<file path="src/hdl/tpd_pkg.sv">
package tpd_pkg;

	// register byte addresses on the apb slave
	localparam logic [7:0] CFG_ADDR    = 8'h00;
	localparam logic [7:0] TIMING_ADDR = 8'h04;
	localparam logic [7:0] AUXCFG_ADDR = 8'h08;
	localparam logic [7:0] CMD_ADDR    = 8'h0C;
	localparam logic [7:0] STATUS_ADDR = 8'h10;
	localparam logic [7:0] RES_BASE    = 8'h20;

	// configuration field positions
	localparam int CFG_SELF_TIMED_BIT = 0;
	localparam int CFG_CONTINUOUS_PANEL_SETUP_BIT       = 1;
	localparam int CFG_FAST_EN_BIT    = 2;
	localparam int CFG_PULLUP_SEL_BIT = 3;
	localparam int CFG_EDGE_IRQ_BIT   = 4;
	localparam int CFG_SLEEP_BIT      = 5;

	// reset values
	localparam logic [5:0]  CFG_RESET    = 6'h00;
	localparam logic [15:0] TIMING_RESET = 16'h1010;
	localparam logic [15:0] AUXCFG_RESET = 16'h0000;

	// event tag encodings
	localparam logic [1:0] TAG_TOUCH   = 2'h0;
	localparam logic [1:0] TAG_NOTOUCH = 2'h2;
	localparam logic [1:0] TAG_BUSY    = 2'h3;
	localparam logic [15:0] PENDING_WORD = 16'hFFFF;

	// settle time per scan step, in ns, and its clock count
	localparam int CLK_NS        = 50;
	localparam int SETTLE_NS     = 200;
	localparam int SETTLE_CYCLES = (SETTLE_NS + CLK_NS - 1) / CLK_NS;

	typedef enum logic [1:0] {MEAS_X, MEAS_Y, MEAS_Z1, MEAS_Z2} meas_e;

	// panel switch bundle
	typedef struct packed {
		logic xp_vdd;
		logic xp_strong;
		logic xp_pullup;
		logic xm_gnd;
		logic yp_vdd;
		logic ym_gnd;
	} switches_s;

	localparam switches_s SW_OFF = '0;

endpackage

</file>
<file path="src/hdl/result_mem.sv">
`timescale 1ns/100ps
module result_mem
	import tpd_pkg::*;
(
	input  wire logic        clk_in,
	input  wire logic        we_in,
	input  wire logic [1:0]  waddr_in,
	input  wire logic [15:0] wdata_in,
	input  wire logic [1:0]  raddr_in,
	output logic      [15:0] rdata_out
);
	logic [15:0] mem_r [0:3];

	// registered read port keeps the bus data off a mux path
	always_ff @(posedge clk_in) begin
		if (we_in) begin
			mem_r[waddr_in] <= wdata_in;
		end
		rdata_out <= mem_r[raddr_in];
	end
endmodule

</file>
<file path="src/hdl/touch_panel_detect_sequencer.sv">
`timescale 1ns/100ps
//
// Contract
// RULE_01 - detect idle: y-minus grounded, pullup on, strong and drive switches off
// RULE_02 - touch in idle: host mode raises interrupt, self-timed mode starts scans
// RULE_03 - pullup select chooses 50k or 100k for idle and fine pullup
// RULE_04 - fast pullup closes strong x-plus switch with pullup, y-minus grounded
// RULE_05 - fine pullup drives x-plus through selected pullup only
// RULE_06 - fast pullup optional by config, always followed by fine pullup
// RULE_07 - fine pullup always inserted after every scan
// RULE_08 - after scan return to detect setup and decide touch
// RULE_09 - tag results only at fine pullup expiry, busy until then
// RULE_10 - after tagging go to idle chosen by conversion and interrupt modes
// RULE_11 - fast and fine durations come from the timing register
// RULE_12 - host mode, continuous off: tag 00 touch, 10 none, 11 busy
// RULE_13 - host mode, continuous on: no touch check, tag 00 or 11
// RULE_14 - every host-mode result carries its measurement-type tag
// RULE_15 - auxiliary input has its own configuration register
// RULE_16 - x: drive x-plus/x-minus, sense y-plus; y swaps plates
// RULE_17 - z1/z2: drive y-plus, ground x-minus; sense x-plus or y-minus
// RULE_18 - pullup, detect and sleep states entered without host command
// RULE_19 - sleep state opens every switch
// RULE_20 - result word: 12 data bits, type tag, event tag low
// RULE_21 - pending result reads all ones
// RULE_22 - touch sampled once at final clock of fine pullup
// RULE_23 - break-before-make: all switches open a clock between setups; fast to fine pullup only opens xp_strong, with no all-open clock
module touch_panel_detect_sequencer
	import tpd_pkg::*;
(
	input  wire logic        CLOCK_IN,
	input  wire logic        NRST_IN,
	input  wire logic        PSEL_IN,
	input  wire logic        PENABLE_IN,
	input  wire logic        PWRITE_IN,
	input  wire logic [7:0]  PADDR_IN,
	input  wire logic [31:0] PWDATA_IN,
	output logic      [31:0] PRDATA_OUT,
	output logic             PREADY_OUT,
	output logic             PSLVERR_OUT,
	input  wire logic        TOUCH_IN,
	input  wire logic        ADC_DONE_IN,
	input  wire logic [11:0] ADC_DATA_IN,
	output logic             ADC_START_OUT,
	output logic [1:0]       ADC_SENSE_OUT,
	output switches_s        SWITCHES_OUT,
	output logic             PULLUP_VALUE_SELECT_OUT,
	output logic             TOUCH_INTERRUPT_N_OUT
);
	typedef enum logic [3:0] {
		ST_DETECT, ST_SLEEP, ST_BREAK, ST_SETTLE, ST_CONVERT,
		ST_FAST, ST_FINE, ST_TAG
	} state_e;

	state_e      state_r, state_nxt, after_break_r;
	logic [5:0]  cfg_r;
	logic [15:0] timing_r;
	logic [15:0] auxcfg_r;
	logic [3:0]  req_r;
	logic [1:0]  meas_r;
	logic [7:0]  count_r;
	logic        busy_r;
	logic        touch_meta_r, touch_sync_r;
	logic        touch_seen_r;
	logic [11:0] data_r [0:3];
	logic [1:0]  rd_idx_r;
	logic        rd_pend_r;
	logic        rd_res_r;
	logic        rd_phase_r;
	logic [31:0] rd_reg_r;

	// field decode
	wire self_timed = cfg_r[CFG_SELF_TIMED_BIT];
	wire continuous_panel_setup_setup = cfg_r[CFG_CONTINUOUS_PANEL_SETUP_BIT];
	wire fast_en    = cfg_r[CFG_FAST_EN_BIT];
	wire edge_irq   = cfg_r[CFG_EDGE_IRQ_BIT];
	wire sleep_req  = cfg_r[CFG_SLEEP_BIT];
	wire [7:0] fast_len = timing_r[15:8];   // see RULE_11
	wire [7:0] fine_len = timing_r[7:0];    // see RULE_11

	// apb decode
	wire apb_access = PSEL_IN & PENABLE_IN;
	// writes land on the completing edge, when the master sees ready
	wire apb_wr     = apb_access & PWRITE_IN & PREADY_OUT;
	wire apb_rd     = apb_access & ~PWRITE_IN;
	wire addr_res   = (PADDR_IN[7:4] == RES_BASE[7:4]) && (PADDR_IN[3:0] == 4'h0
		|| PADDR_IN[3:0] == 4'h4 || PADDR_IN[3:0] == 4'h8 || PADDR_IN[3:0] == 4'hC);
	wire addr_ok    = addr_res || PADDR_IN == CFG_ADDR || PADDR_IN == TIMING_ADDR
		|| PADDR_IN == AUXCFG_ADDR || PADDR_IN == CMD_ADDR || PADDR_IN == STATUS_ADDR;
	wire cmd_wr     = apb_wr && PADDR_IN == CMD_ADDR;
	wire [3:0] cmd_mask = PWDATA_IN[3:0];

	// lowest pending measurement
	function automatic logic [1:0] first_req(input logic [3:0] r);
		first_req = r[0] ? 2'h0 : r[1] ? 2'h1 : r[2] ? 2'h2 : 2'h3;
	endfunction

	wire [3:0] req_left  = req_r & ~(4'h1 << meas_r);
	wire       count_end = count_r == 8'h00;

	// switch setup for the next state, all open for break cycles
	function automatic switches_s setup_of(input state_e s, input logic [1:0] m);
		switches_s w;
		w = SW_OFF;
		unique case (s)
			ST_DETECT, ST_FINE: begin
				w.xp_pullup = 1'b1;                          // see RULE_01 RULE_05
				w.ym_gnd    = 1'b1;
			end
			ST_FAST: begin
				w.xp_strong = 1'b1;                          // see RULE_04
				w.xp_pullup = 1'b1;
				w.ym_gnd    = 1'b1;
			end
			ST_SETTLE, ST_CONVERT: begin
				unique case (m)
					2'h0: begin w.xp_vdd = 1'b1; w.xm_gnd = 1'b1; end   // see RULE_16
					2'h1: begin w.yp_vdd = 1'b1; w.ym_gnd = 1'b1; end   // see RULE_16
					default: begin w.yp_vdd = 1'b1; w.xm_gnd = 1'b1; end // see RULE_17
				endcase
			end
			default: w = SW_OFF;                             // see RULE_19 RULE_23
		endcase
		setup_of = w;
	endfunction

	// next state
	always_comb begin
		state_nxt = state_r;
		unique case (state_r)
			ST_DETECT: begin
				if (sleep_req) begin
					state_nxt = ST_SLEEP;                        // see RULE_18
				end else if (cmd_wr && cmd_mask != 4'h0) begin
					state_nxt = ST_BREAK;
				end else if (self_timed && touch_sync_r) begin
					state_nxt = ST_BREAK;                        // see RULE_02
				end
			end
			ST_SLEEP: begin
				if (!sleep_req && cmd_wr && cmd_mask != 4'h0) begin
					state_nxt = ST_BREAK;
				end else if (!sleep_req && !edge_irq) begin
					state_nxt = ST_DETECT;
				end
			end
			ST_BREAK:   state_nxt = after_break_r;           // see RULE_23
			ST_SETTLE:  if (count_end) state_nxt = ST_CONVERT;
			ST_CONVERT: begin
				if (ADC_DONE_IN) begin
					state_nxt = ST_BREAK;
				end
			end
			ST_FAST:    if (count_end) state_nxt = ST_FINE;  // see RULE_06
			ST_FINE:    if (count_end) state_nxt = ST_TAG;   // see RULE_09
			ST_TAG:     state_nxt = ST_BREAK;                // see RULE_10
			default:    state_nxt = ST_DETECT;
		endcase
	end

	// target after a break cycle
	wire scan_left   = state_r == ST_CONVERT ? (req_left != 4'h0) : (req_r != 4'h0);
	wire go_sleep    = sleep_req || (edge_irq && !self_timed);
	state_e brk_to;
	assign brk_to = (state_r == ST_CONVERT && !scan_left) ?
			(fast_en ? ST_FAST : ST_FINE) :                  // see RULE_06 RULE_07
		(state_r == ST_TAG) ? (go_sleep ? ST_SLEEP : ST_DETECT) :   // see RULE_10
		ST_SETTLE;

	// touch pin synchroniser
	always_ff @(posedge CLOCK_IN) begin
		touch_meta_r <= TOUCH_IN;
		touch_sync_r <= touch_meta_r;
	end

	// sequencer state and counters
	always_ff @(posedge CLOCK_IN) begin
		if (!NRST_IN) begin
			state_r       <= ST_DETECT;
			after_break_r <= ST_DETECT;
			count_r       <= 8'h00;
			meas_r        <= 2'h0;
			req_r         <= 4'h0;
			busy_r        <= 1'b0;
			touch_seen_r  <= 1'b0;
		end else begin
			state_r <= state_nxt;
			if (state_nxt == ST_BREAK) begin
				after_break_r <= brk_to;
			end
			if (state_r == ST_DETECT && state_nxt == ST_BREAK) begin
				req_r  <= (cmd_wr && cmd_mask != 4'h0) ? cmd_mask : 4'hF;
				meas_r <= first_req((cmd_wr && cmd_mask != 4'h0) ? cmd_mask : 4'hF);
				busy_r <= 1'b1;
			end else if (state_r == ST_SLEEP && state_nxt == ST_BREAK) begin
				req_r  <= cmd_mask;
				meas_r <= first_req(cmd_mask);
				busy_r <= 1'b1;
			end else if (state_r == ST_CONVERT && ADC_DONE_IN) begin
				req_r <= req_left;
				if (req_left != 4'h0) begin
					meas_r <= first_req(req_left);
				end
			end
			if (state_r == ST_FINE && count_end) begin
				touch_seen_r <= touch_sync_r;                // see RULE_22
			end
			if (state_r == ST_TAG) begin
				busy_r <= 1'b0;                              // see RULE_09
			end
			// interval counters load as each timed state is entered
			if (state_r == ST_BREAK) begin
				unique case (after_break_r)
					ST_SETTLE: count_r <= 8'(SETTLE_CYCLES - 1);
					ST_FAST:   count_r <= fast_len;
					ST_FINE:   count_r <= fine_len;
					default:   count_r <= 8'h00;
				endcase
			end else if (state_r == ST_FAST && count_end) begin
				count_r <= fine_len;                         // see RULE_06
			end else if (!count_end) begin
				count_r <= count_r - 8'h01;
			end
		end
	end

	// result store; continuous_panel_setup mode ignores the sampled touch_seen_r and tags every result as a touch
	wire [1:0] evt_tag = continuous_panel_setup_setup ? TAG_TOUCH :       // see RULE_13
		(touch_seen_r ? TAG_TOUCH : TAG_NOTOUCH);          // see RULE_08 RULE_12
	wire       tag_now = state_r == ST_TAG;
	logic [1:0] tags_r [0:3];
	logic [3:0] valid_mask_r;

	always_ff @(posedge CLOCK_IN) begin
		if (!NRST_IN) begin
			valid_mask_r <= 4'h0;
		end else if (state_r == ST_CONVERT && ADC_DONE_IN) begin
			data_r[meas_r] <= ADC_DATA_IN;
			valid_mask_r   <= valid_mask_r | (4'h1 << meas_r);
		end else if (tag_now) begin
			for (int i = 0; i < 4; i++) begin
				tags_r[i] <= evt_tag;                        // see RULE_09
			end
		end
	end

	wire [15:0] res_word;
	wire [1:0]  res_idx = PADDR_IN[3:2];
	assign res_word = busy_r ? PENDING_WORD :            // see RULE_21
		{data_r[res_idx], res_idx, tags_r[res_idx]};       // see RULE_14 RULE_20

	// registers and apb answer
	always_ff @(posedge CLOCK_IN) begin
		if (!NRST_IN) begin
			cfg_r       <= CFG_RESET;
			timing_r    <= TIMING_RESET;
			auxcfg_r    <= AUXCFG_RESET;
			PREADY_OUT  <= 1'b0;
			PSLVERR_OUT <= 1'b0;
			PRDATA_OUT  <= 32'h0000_0000;
		end else begin
			PREADY_OUT  <= apb_access & ~PREADY_OUT;
			PSLVERR_OUT <= apb_access & ~PREADY_OUT & ~addr_ok;
			if (apb_wr && PADDR_IN == CFG_ADDR) begin
				cfg_r <= PWDATA_IN[5:0];
			end
			if (apb_wr && PADDR_IN == TIMING_ADDR) begin
				timing_r <= PWDATA_IN[15:0];                 // see RULE_11
			end
			if (apb_wr && PADDR_IN == AUXCFG_ADDR) begin
				auxcfg_r <= PWDATA_IN[15:0];                 // see RULE_15
			end
			if (apb_rd && !PREADY_OUT) begin
				PRDATA_OUT <= addr_res ? {16'h0000, res_word} :
					PADDR_IN == CFG_ADDR    ? {26'h0, cfg_r} :
					PADDR_IN == TIMING_ADDR ? {16'h0, timing_r} :
					PADDR_IN == AUXCFG_ADDR ? {16'h0, auxcfg_r} :
					PADDR_IN == STATUS_ADDR ? {24'h0, 1'b0, state_r, busy_r, 2'b00} :
					32'h0000_0000;
			end
		end
	end

	// registered panel outputs
	always_ff @(posedge CLOCK_IN) begin
		if (!NRST_IN) begin
			SWITCHES_OUT            <= SW_OFF;
			ADC_START_OUT           <= 1'b0;
			ADC_SENSE_OUT           <= 2'h0;
			PULLUP_VALUE_SELECT_OUT <= 1'b0;
			TOUCH_INTERRUPT_N_OUT   <= 1'b1;
		end else begin
			SWITCHES_OUT            <= setup_of(state_nxt, meas_r);
			ADC_START_OUT           <= state_r == ST_SETTLE && count_end;
			ADC_SENSE_OUT           <= meas_r;
			PULLUP_VALUE_SELECT_OUT <= cfg_r[CFG_PULLUP_SEL_BIT];   // see RULE_03
			TOUCH_INTERRUPT_N_OUT   <= ~(state_r == ST_DETECT && !self_timed
				&& touch_sync_r);                              // see RULE_02
		end
	end

	// assertions
	idle_switches_a: assert property (@(posedge CLOCK_IN) disable iff (!NRST_IN)
		$past(NRST_IN) && $past(state_r) == ST_DETECT && state_r == ST_DETECT |->
		SWITCHES_OUT.ym_gnd && SWITCHES_OUT.xp_pullup && !SWITCHES_OUT.xp_strong
		&& !SWITCHES_OUT.xp_vdd && !SWITCHES_OUT.yp_vdd)
		else $error("detect idle switch setup wrong");   // see RULE_01
	fast_then_fine_a: assert property (@(posedge CLOCK_IN) disable iff (!NRST_IN)
		state_r == ST_FAST && count_end |=> state_r == ST_FINE)
		else $error("fine pullup did not follow fast");   // see RULE_06
	break_open_a: assert property (@(posedge CLOCK_IN) disable iff (!NRST_IN)
		(SWITCHES_OUT & ~$past(SWITCHES_OUT)) != 6'h00 |-> $past(SWITCHES_OUT) == SW_OFF)
		else $error("switch change without open cycle");   // see RULE_23
	pend_read_a: assert property (@(posedge CLOCK_IN) disable iff (!NRST_IN)
		PREADY_OUT && apb_rd && addr_res && $past(busy_r) |->
		PRDATA_OUT[15:0] == PENDING_WORD)
		else $error("pending result not all ones");   // see RULE_21
	sleep_open_a: assert property (@(posedge CLOCK_IN) disable iff (!NRST_IN)
		state_r == ST_SLEEP && $past(state_r) == ST_SLEEP |-> SWITCHES_OUT == SW_OFF)
		else $error("sleep state left a switch closed");   // see RULE_19
	tag_after_fine_a: assert property (@(posedge CLOCK_IN) disable iff (!NRST_IN)
		state_r == ST_TAG |-> $past(state_r) == ST_FINE)
		else $error("tagging without fine pullup");   // see RULE_07
	irq_touch_a: assert property (@(posedge CLOCK_IN) disable iff (!NRST_IN)
		!TOUCH_INTERRUPT_N_OUT |-> !$past(self_timed) && $past(touch_sync_r)
		&& $past(state_r) == ST_DETECT)
		else $error("interrupt in self-timed mode");   // see RULE_02
	busy_clear_a: assert property (@(posedge CLOCK_IN) disable iff (!NRST_IN)
		state_r == ST_TAG |=> !busy_r)
		else $error("busy not cleared after tagging");   // see RULE_09

	// result memory keeps only the last measured word (meas_r) at each tag; mem_rd is unread
	logic [15:0] mem_rd;
	result_mem u_mem (
		.clk_in    (CLOCK_IN),
		.we_in     (tag_now),
		.waddr_in  (meas_r),
		.wdata_in  ({data_r[meas_r], meas_r, evt_tag}),
		.raddr_in  (res_idx),
		.rdata_out (mem_rd)
	);
endmodule

</file>
<file path="config.mk">
export PLATFORM = sky130hd
export DESIGN_NAME = touch_panel_detect_sequencer
export DESIGN_NICKNAME = d
export VERILOG_FILES = /design/src/hdl/tpd_pkg.sv /design/src/hdl/result_mem.sv /design/src/hdl/touch_panel_detect_sequencer.sv
export SDC_FILE = /design/constraint.sdc
export NUM_CORES = 1
export LEC_CHECK = 0
export BUFFER_PORTS_ARGS = -buffer_cell sky130_fd_sc_hd__clkbuf_2
export CAP_MARGIN = 20
export CORE_AREA = 10 10 199 126
export CTS_CLUSTER_DIAMETER = 200
export DETAILED_ROUTE_END_ITERATION = 10
export DIE_AREA = 0 0 209 136
export PLACE_DENSITY = 0.5
export SYNTH_ARGS = -nofsm -noshare
export SYNTH_HDL_FRONTEND = slang
export SYNTH_SLANG_ARGS = --single-unit
export TNS_END_PERCENT = 10
</file>
<file path="constraint.sdc">
create_clock -name CLOCK_IN -period 3.2 [get_ports CLOCK_IN]
set_input_delay 0.48 -clock CLOCK_IN [delete_from_list [all_inputs] [get_ports CLOCK_IN]]
set_output_delay 0.48 -clock CLOCK_IN [all_outputs]
set_load 0.01 [all_outputs]
</file>
* Yosys cells after proc, flatten, opt, wreduce, memory -nomap -nowiden
Memories as Yosys holds them, arrays and structs flattened. Cells that the tools add are included.
Storage, ports and cells: register bits after elaboration 109, memory bits (writable) 56, output and inout port bits 45, word-level logic and storage cells 179, memories 2
Operators by class: add/subtract/negate cells 1, equal/unequal tests 25, shift operators 1, muxes and demuxes 60, bitwise logic cells 13, reductions and logical operators 52
Memory list:
- data_r | depth 4, width 12, read ports 1, clocked after Yosys merged registers in 0, wr ports 1, line touch_panel_detect_sequencer.sv:64 | logic [11:0] data_r [0:3];
- tags_r | depth 4, width 2, read ports 1, clocked after Yosys merged registers in 0, wr ports 4, line touch_panel_detect_sequencer.sv:230 | logic [1:0] tags_r [0:3];
Operator list (number):
- 16-bit 2-to-1 mux | 5
- 4-bit 2-to-1 mux | 13
- 4-bit by 3-bit == test with 1-bit output, second input constant | 10
- 4-bit case mux with 8 select lines | 1
- 2-bit 2-to-1 mux | 14
- 4-bit by 2-bit == test with 1-bit output, second input constant | 6
- 8-bit 2-to-1 mux | 3
- 8-bit case mux with 3 select lines | 1
- 1-bit logical AND | 21
- 1-bit 2-to-1 mux | 20
- 8-bit by 4-bit == test with 1-bit output, second input constant | 2
- 8-bit logical NOT | 2
- 4-bit logical NOT | 3
- 4-bit nonzero test | 3
- 1-bit logical OR | 9
- 4-bit == test, second input constant | 2
- 8-bit by 3-bit == test with 1-bit output, second input constant | 1
- 8-bit by 5-bit == test with 1-bit output, second input constant | 1
- 8-bit by 1-bit subtractor with 8-bit output, second input constant | 1
- 7-bit 2-to-1 mux | 1
- 1-bit bitwise AND | 6
- 3-bit nonzero test | 2
- 1-bit logical NOT | 5
- 1-bit NOT | 5
- 13 further kinds | 15

* Depth between registers and ports, before layout
depth after elaboration 12, mapped depth 9, depth with buffers taken out 8

* Worst setup path before layout
Ideal clock, no wire load.
kind input -> register, from in PADDR_IN[1], to reg timing_r[12], setup time 0.134 ns, arrival time 2.226 ns, data required time 3.066 ns, setup slack 0.840 ns, stages on the path 8, path through or4_4 or3_1 buf_6 nor3b_4 nand2_4 buf_6 nand2_1 nand3_1
On the way: longest elaborated chain between the ends 2
Ends and longest elaborated chain:
- start: declaration | line touch_panel_detect_sequencer.sv:35 | input wire logic [7:0] PADDR_IN,
- 8-bit by 3-bit == test with 1-bit output | line touch_panel_detect_sequencer.sv:266 | if (apb_wr && PADDR_IN == TIMING_ADDR) begin
- 1-bit logical AND | line touch_panel_detect_sequencer.sv:266
- end signal: assignment | line touch_panel_detect_sequencer.sv:267 | timing_r <= PWDATA_IN[15:0];
- end: declaration | line touch_panel_detect_sequencer.sv:56 | logic [15:0] timing_r;
Every way passes these cells. A chain may end at the register's enable or synchronous reset.

* Final worst setup path
from reg count_r[1], to reg SWITCHES_OUT[5] (netlist bit)
On the way: longest elaborated chain between the ends 6, elaborated cells between the ends (all ways) 9, those cells by class eq/ne: 2; mux: 4; reduce/logical: 3
Ends and longest elaborated chain:
- start: declaration | line touch_panel_detect_sequencer.sv:60 | logic [7:0] count_r;
- start signal: assignment | line touch_panel_detect_sequencer.sv:213 | ST_SETTLE: count_r <= 8'(SETTLE_CYCLES - 1);
- start signal: assignment | line touch_panel_detect_sequencer.sv:214 | ST_FAST: count_r <= fast_len;
- start signal: assignment | line touch_panel_detect_sequencer.sv:215 | ST_FINE: count_r <= fine_len;
- 8-bit logical NOT * | line touch_panel_detect_sequencer.sv:98 | wire count_end = count_r == 8'h00;
- 4-bit 2-to-1 mux (on tied branches) | line touch_panel_detect_sequencer.sv:154, touch_panel_detect_sequencer.sv:147, touch_panel_detect_sequencer.sv:153
- 4-bit case mux with 8 select lines * | line touch_panel_detect_sequencer.sv:129 | unique case (state_r)
- 4-bit by 2-bit == test with 1-bit output / 4-bit by 3-bit == test with 1-bit output (equally long branches) | line touch_panel_detect_sequencer.sv:104 | unique case (s)
- 2-bit OR reduction * | line touch_panel_detect_sequencer.sv:104
- 2-bit AND reduction (no source line) *
- end signal: assignment | line touch_panel_detect_sequencer.sv:292 | SWITCHES_OUT <= setup_of(state_nxt, meas_r);
- end: declaration | line touch_panel_detect_sequencer.sv:45 | output switches_s SWITCHES_OUT,
Every way passes the cells marked *; elsewhere a longest branch is shown, timed or not.

==> qor.tcl <==
set qor(ir_worst_vdd_mv) 0.382
set qor(postSynthAreaPerCell_um2) 9.88
set qor(final_antenna_net_count) 0
set qor(insertion_delay_ps) 430
set qor(synth_cell_types) 66
set qor(syn-cell-area_mm2) 0.00636
set qor(die_h_um) 136
set qor(cts_max_path_buffers) 2
set qor(detail_route.vias_per_cell) 5.06
set qor(setup_total_negative_slack_ps) 0
set qor(achievable-frequency_ghz) 0.402
set qor(worstHoldPathType) {input port to register}
set qor(drc) 0
set qor(antenna_found_initial) 0
set qor(crit_path_cell_trace) {inv_1 -> ha_1 -> nor3b_1 -> nand2_1 -> a31oi_1 -> a2bb2oi_1 -> buf_4 -> mux2i_1 -> nor3_1}
set qor(layout_commonest_cell) {sky130_fd_sc_hd__dfxtp_1}
set qor(cts_buffers) 17
set qor(cts_setup_buffers) 0
set qor(finished_cell_area_mm2) 0.00758
set qor(total_leakage_power_nw) 2.80
set qor(yosys_most_used_dff) {sky130_fd_sc_hd__dfxtp_1}
set qor(yosysSeqAreaShare_pct) 52.1
set qor(grt_util_all_layers_pct) 12.9
set qor(post_layout_nets) 770
set qor(final_cell_mix) {sky130_fd_sc_hd__dfxtp_1, sky130_fd_sc_hd__clkbuf_2, sky130_fd_sc_hd__nand2_1}
set qor(fp.coreArea_mm2) 0.0215
set qor(clock_tree_sinks) 141
set qor(cts.hold.buffers_added) 0
set qor(worst-slew-pin-transition_ps) 666
set qor(grt_setup_unrepaired) {false}
set qor(die_width_um) 209
set qor(power-per-cell-area_mw_per_mm2) 610
set qor(finalMaxSlewViolations) 0
set qor(numPlacedInstances) 977
set qor(end_kind) {register}
set qor(synth-warning-count) 0
set qor(req_time_crit_path_ps) 3490
set qor(post_synth_inst_count) 644
set qor(async_flop_share_pct) 0
set qor(routedWlPerCell_um) 18.0
set qor(vias_after_detailed_routing) 5107
set qor(timing.critical_path.slowest_cell_delay_ps) 470
set qor(pin_count) 104
set qor(detail_route.iter0.violations) 361
set qor(timing.critical_path.arrival_ps) 2780
set qor(worst_clock_skew_ps) 9.24
set qor(ctsResizeCount) 0
set qor(critical_path.startpoint_type) {register}
set qor(timing.max_slew.rel_slack_pct) 55.5
set qor(gp_congestion) 0.805
set qor(globalRoute.totalOverflow) 0
set qor(dp_hpwl_mm) 13.2
set qor(areaGrowthSynthToFinish_pct) 19.2
set qor(final.min_clock_period_ps) 2490
set qor(maxCapViolCount) 0
set qor(layout_worst_path_cycle_share_pct) 77.8
set qor(row_count) 42
set qor(grt_first_pass_wirelength_mm) 29.0
set qor(floorplan.die_area_mm2) 0.0284
set qor(largest_net_degree_at_the_start_of_global_routing) 36
set qor(first_pass_iters) 5
set qor(drive_gt1_share_pct) 20.6
set qor(via_count_of_the_first_global_routing_pass) 5060
set qor(tritoncts) {built}
set qor(htree_num_levels) 4
set qor(layoutNonFillerInstCount) 1009
set qor(ys_ff_latch) 141
set qor(diodes) 0
set qor(setup_viol_count_final) 0
set qor(status) {complete, no violations}
set qor(synth-edff-count) 49
set qor(dpl-instance-area_mm2) 0.00697
set qor(worst-setup-path-type) {register to register}
set qor(wl_mm) 18.1
set qor(hold_fails_final_rpt) 0
set qor(start_util_pct) 29.5
set qor(crit_path_top_delay_cell) {sky130_fd_sc_hd__nor3b_1}
set qor(io_buffers) 71
set qor(critical_path.max_fanout) 7
set qor(clk_pin_slew_ps) 60
set qor(clock-root-buffer) {sky130_fd_sc_hd__clkbuf_16}
[worst paths after layout]
path | startpoint | to | slack, ps | cells past startpoint
max reg2reg | count_r[1] | SWITCHES_OUT[5] | 710 | 9
max | count_r[1] | SWITCHES_OUT[5] | 710 | 9
min | TOUCH_IN | touch_meta_r | 150 | 1
min reg2reg | touch_meta_r | touch_sync_r | 330 | 0
[where the power goes]
| part | internal (mW) | switching (mW) | total (mW) | leakage, nW |
|---|---|---|---|---|
| registers | 1.91 | 0.0620 | 1.97 | 1.19 |
| clock network | 1.24 | 0.822 | 2.06 | 0.288 |
| logic | 0.270 | 0.322 | 0.592 | 1.32 |
| total | 3.42 | 1.21 | 4.62 | 2.80 |
[through the flow]
stage,utilization (%),total power [mW],setup WS [ps],hold WS [ps]
after floorplan,-,2.44,840,310
after global routing,35.2,4.83,339,134
after global placement,32.4,2.60,628,314
after CTS,35.2,4.66,698,134
after detailed placement,32.4,2.60,645,320
final,35.2,4.62,711,149
[cell families after synthesis]
kind of cell / count (synthesis) / share of synthesized area, %
flip-flops: 141 / 52.1
multiplexers: 26 / 6.47
AO/OA/AOI/OAI: 158 / 15.8
XOR/XNOR: 6 / 0.826
other: 1 / 0.0590
AND/OR/NAND/NOR: 241 / 18.7
adder cells (fa/ha/maj): 1 / 0.197
buffers and inverters: 70 / 5.84
[metal layers]
layer  GRT usage, %  part of all wire, %  up-vias
met5              0                    0        -
met4           3.50                 0.82        0
met3           3.57                  6.0       13
met2           17.2                   39      134
met1           19.5                   54     2494
li1               -                    -     2466
[synthesized netlist by cell type (3+ instances only)]
| cell type | n | area [µm²] |
|---|---|---|
| sky130_fd_sc_hd__a211oi_1 | 4 | 30.0 |
| sky130_fd_sc_hd__a21oi_1 | 61 | 305 |
| sky130_fd_sc_hd__a221oi_1 | 8 | 70.1 |
| sky130_fd_sc_hd__a22o_1 | 3 | 26.3 |
| sky130_fd_sc_hd__a22oi_1 | 6 | 45.0 |
| sky130_fd_sc_hd__a31oi_1 | 3 | 18.8 |
| sky130_fd_sc_hd__a32oi_1 | 4 | 35.0 |
| sky130_fd_sc_hd__and2_1 | 7 | 43.8 |
| sky130_fd_sc_hd__and3_1 | 3 | 18.8 |
| sky130_fd_sc_hd__and4_1 | 4 | 35.0 |
| sky130_fd_sc_hd__buf_2 | 9 | 45.0 |
| sky130_fd_sc_hd__buf_4 | 16 | 120 |
| sky130_fd_sc_hd__buf_6 | 5 | 56.3 |
| sky130_fd_sc_hd__clkbuf_1 | 29 | 109 |
| sky130_fd_sc_hd__dfxtp_1 | 92 | 1840 |
| sky130_fd_sc_hd__edfxtp_1 | 49 | 1470 |
| sky130_fd_sc_hd__inv_1 | 8 | 30.0 |
| sky130_fd_sc_hd__mux2i_1 | 13 | 130 |
| sky130_fd_sc_hd__mux4_2 | 12 | 270 |
| sky130_fd_sc_hd__nand2_1 | 64 | 240 |
| sky130_fd_sc_hd__nand2b_1 | 9 | 56.3 |
| sky130_fd_sc_hd__nand3_1 | 44 | 220 |
| sky130_fd_sc_hd__nand3b_1 | 3 | 22.5 |
| sky130_fd_sc_hd__nand4_1 | 3 | 18.8 |
| sky130_fd_sc_hd__nor2_1 | 63 | 236 |
| sky130_fd_sc_hd__nor2b_1 | 10 | 62.6 |
| sky130_fd_sc_hd__nor3_1 | 10 | 50.1 |
| sky130_fd_sc_hd__nor4_1 | 5 | 31.3 |
| sky130_fd_sc_hd__o21ai_0 | 35 | 175 |
| sky130_fd_sc_hd__o22ai_1 | 3 | 18.8 |
| sky130_fd_sc_hd__o311ai_0 | 4 | 35.0 |
| sky130_fd_sc_hd__o31ai_1 | 3 | 22.5 |
| sky130_fd_sc_hd__o32a_1 | 4 | 40.0 |
| sky130_fd_sc_hd__or3_1 | 3 | 18.8 |
| sky130_fd_sc_hd__xnor2_1 | 3 | 26.3 |
| sky130_fd_sc_hd__xor2_1 | 3 | 26.3 |
[worst max-delay path, delay by kind of cell, from the launching register on]
kind                       cells  cell delay [ps]
adders and majority gates      1              250
muxes                          1              290
buffers and inverters          2              250
AOI/OAI and AO/OA              2              400
and+or+nand+nor                3              800
DFF                            1              360
[state kept, by name, indices dropped and copies added (netlist names), 6 cells and up]
signal,count
count_r,8
SWITCHES_OUT,6
PRDATA_OUT,16
timing_r,16
data_r,48
cfg_r,6
auxcfg_r,16
[area by class of cell]
| cell class | instances | area, µm² |
|---|---|---|
| inverters | 9 | 33.8 |
| clock buffers | 17 | 425 |
| clock inverters | 15 | 185 |
| flip-flops and latches | 141 | 3310 |
| fillers | 2233 | 14000 |
| well taps | 286 | 358 |
| repair buffers | 92 | 526 |
| multi-input cells | 449 | 2740 |
Note: power is estimated with default switching activity, not from simulation.
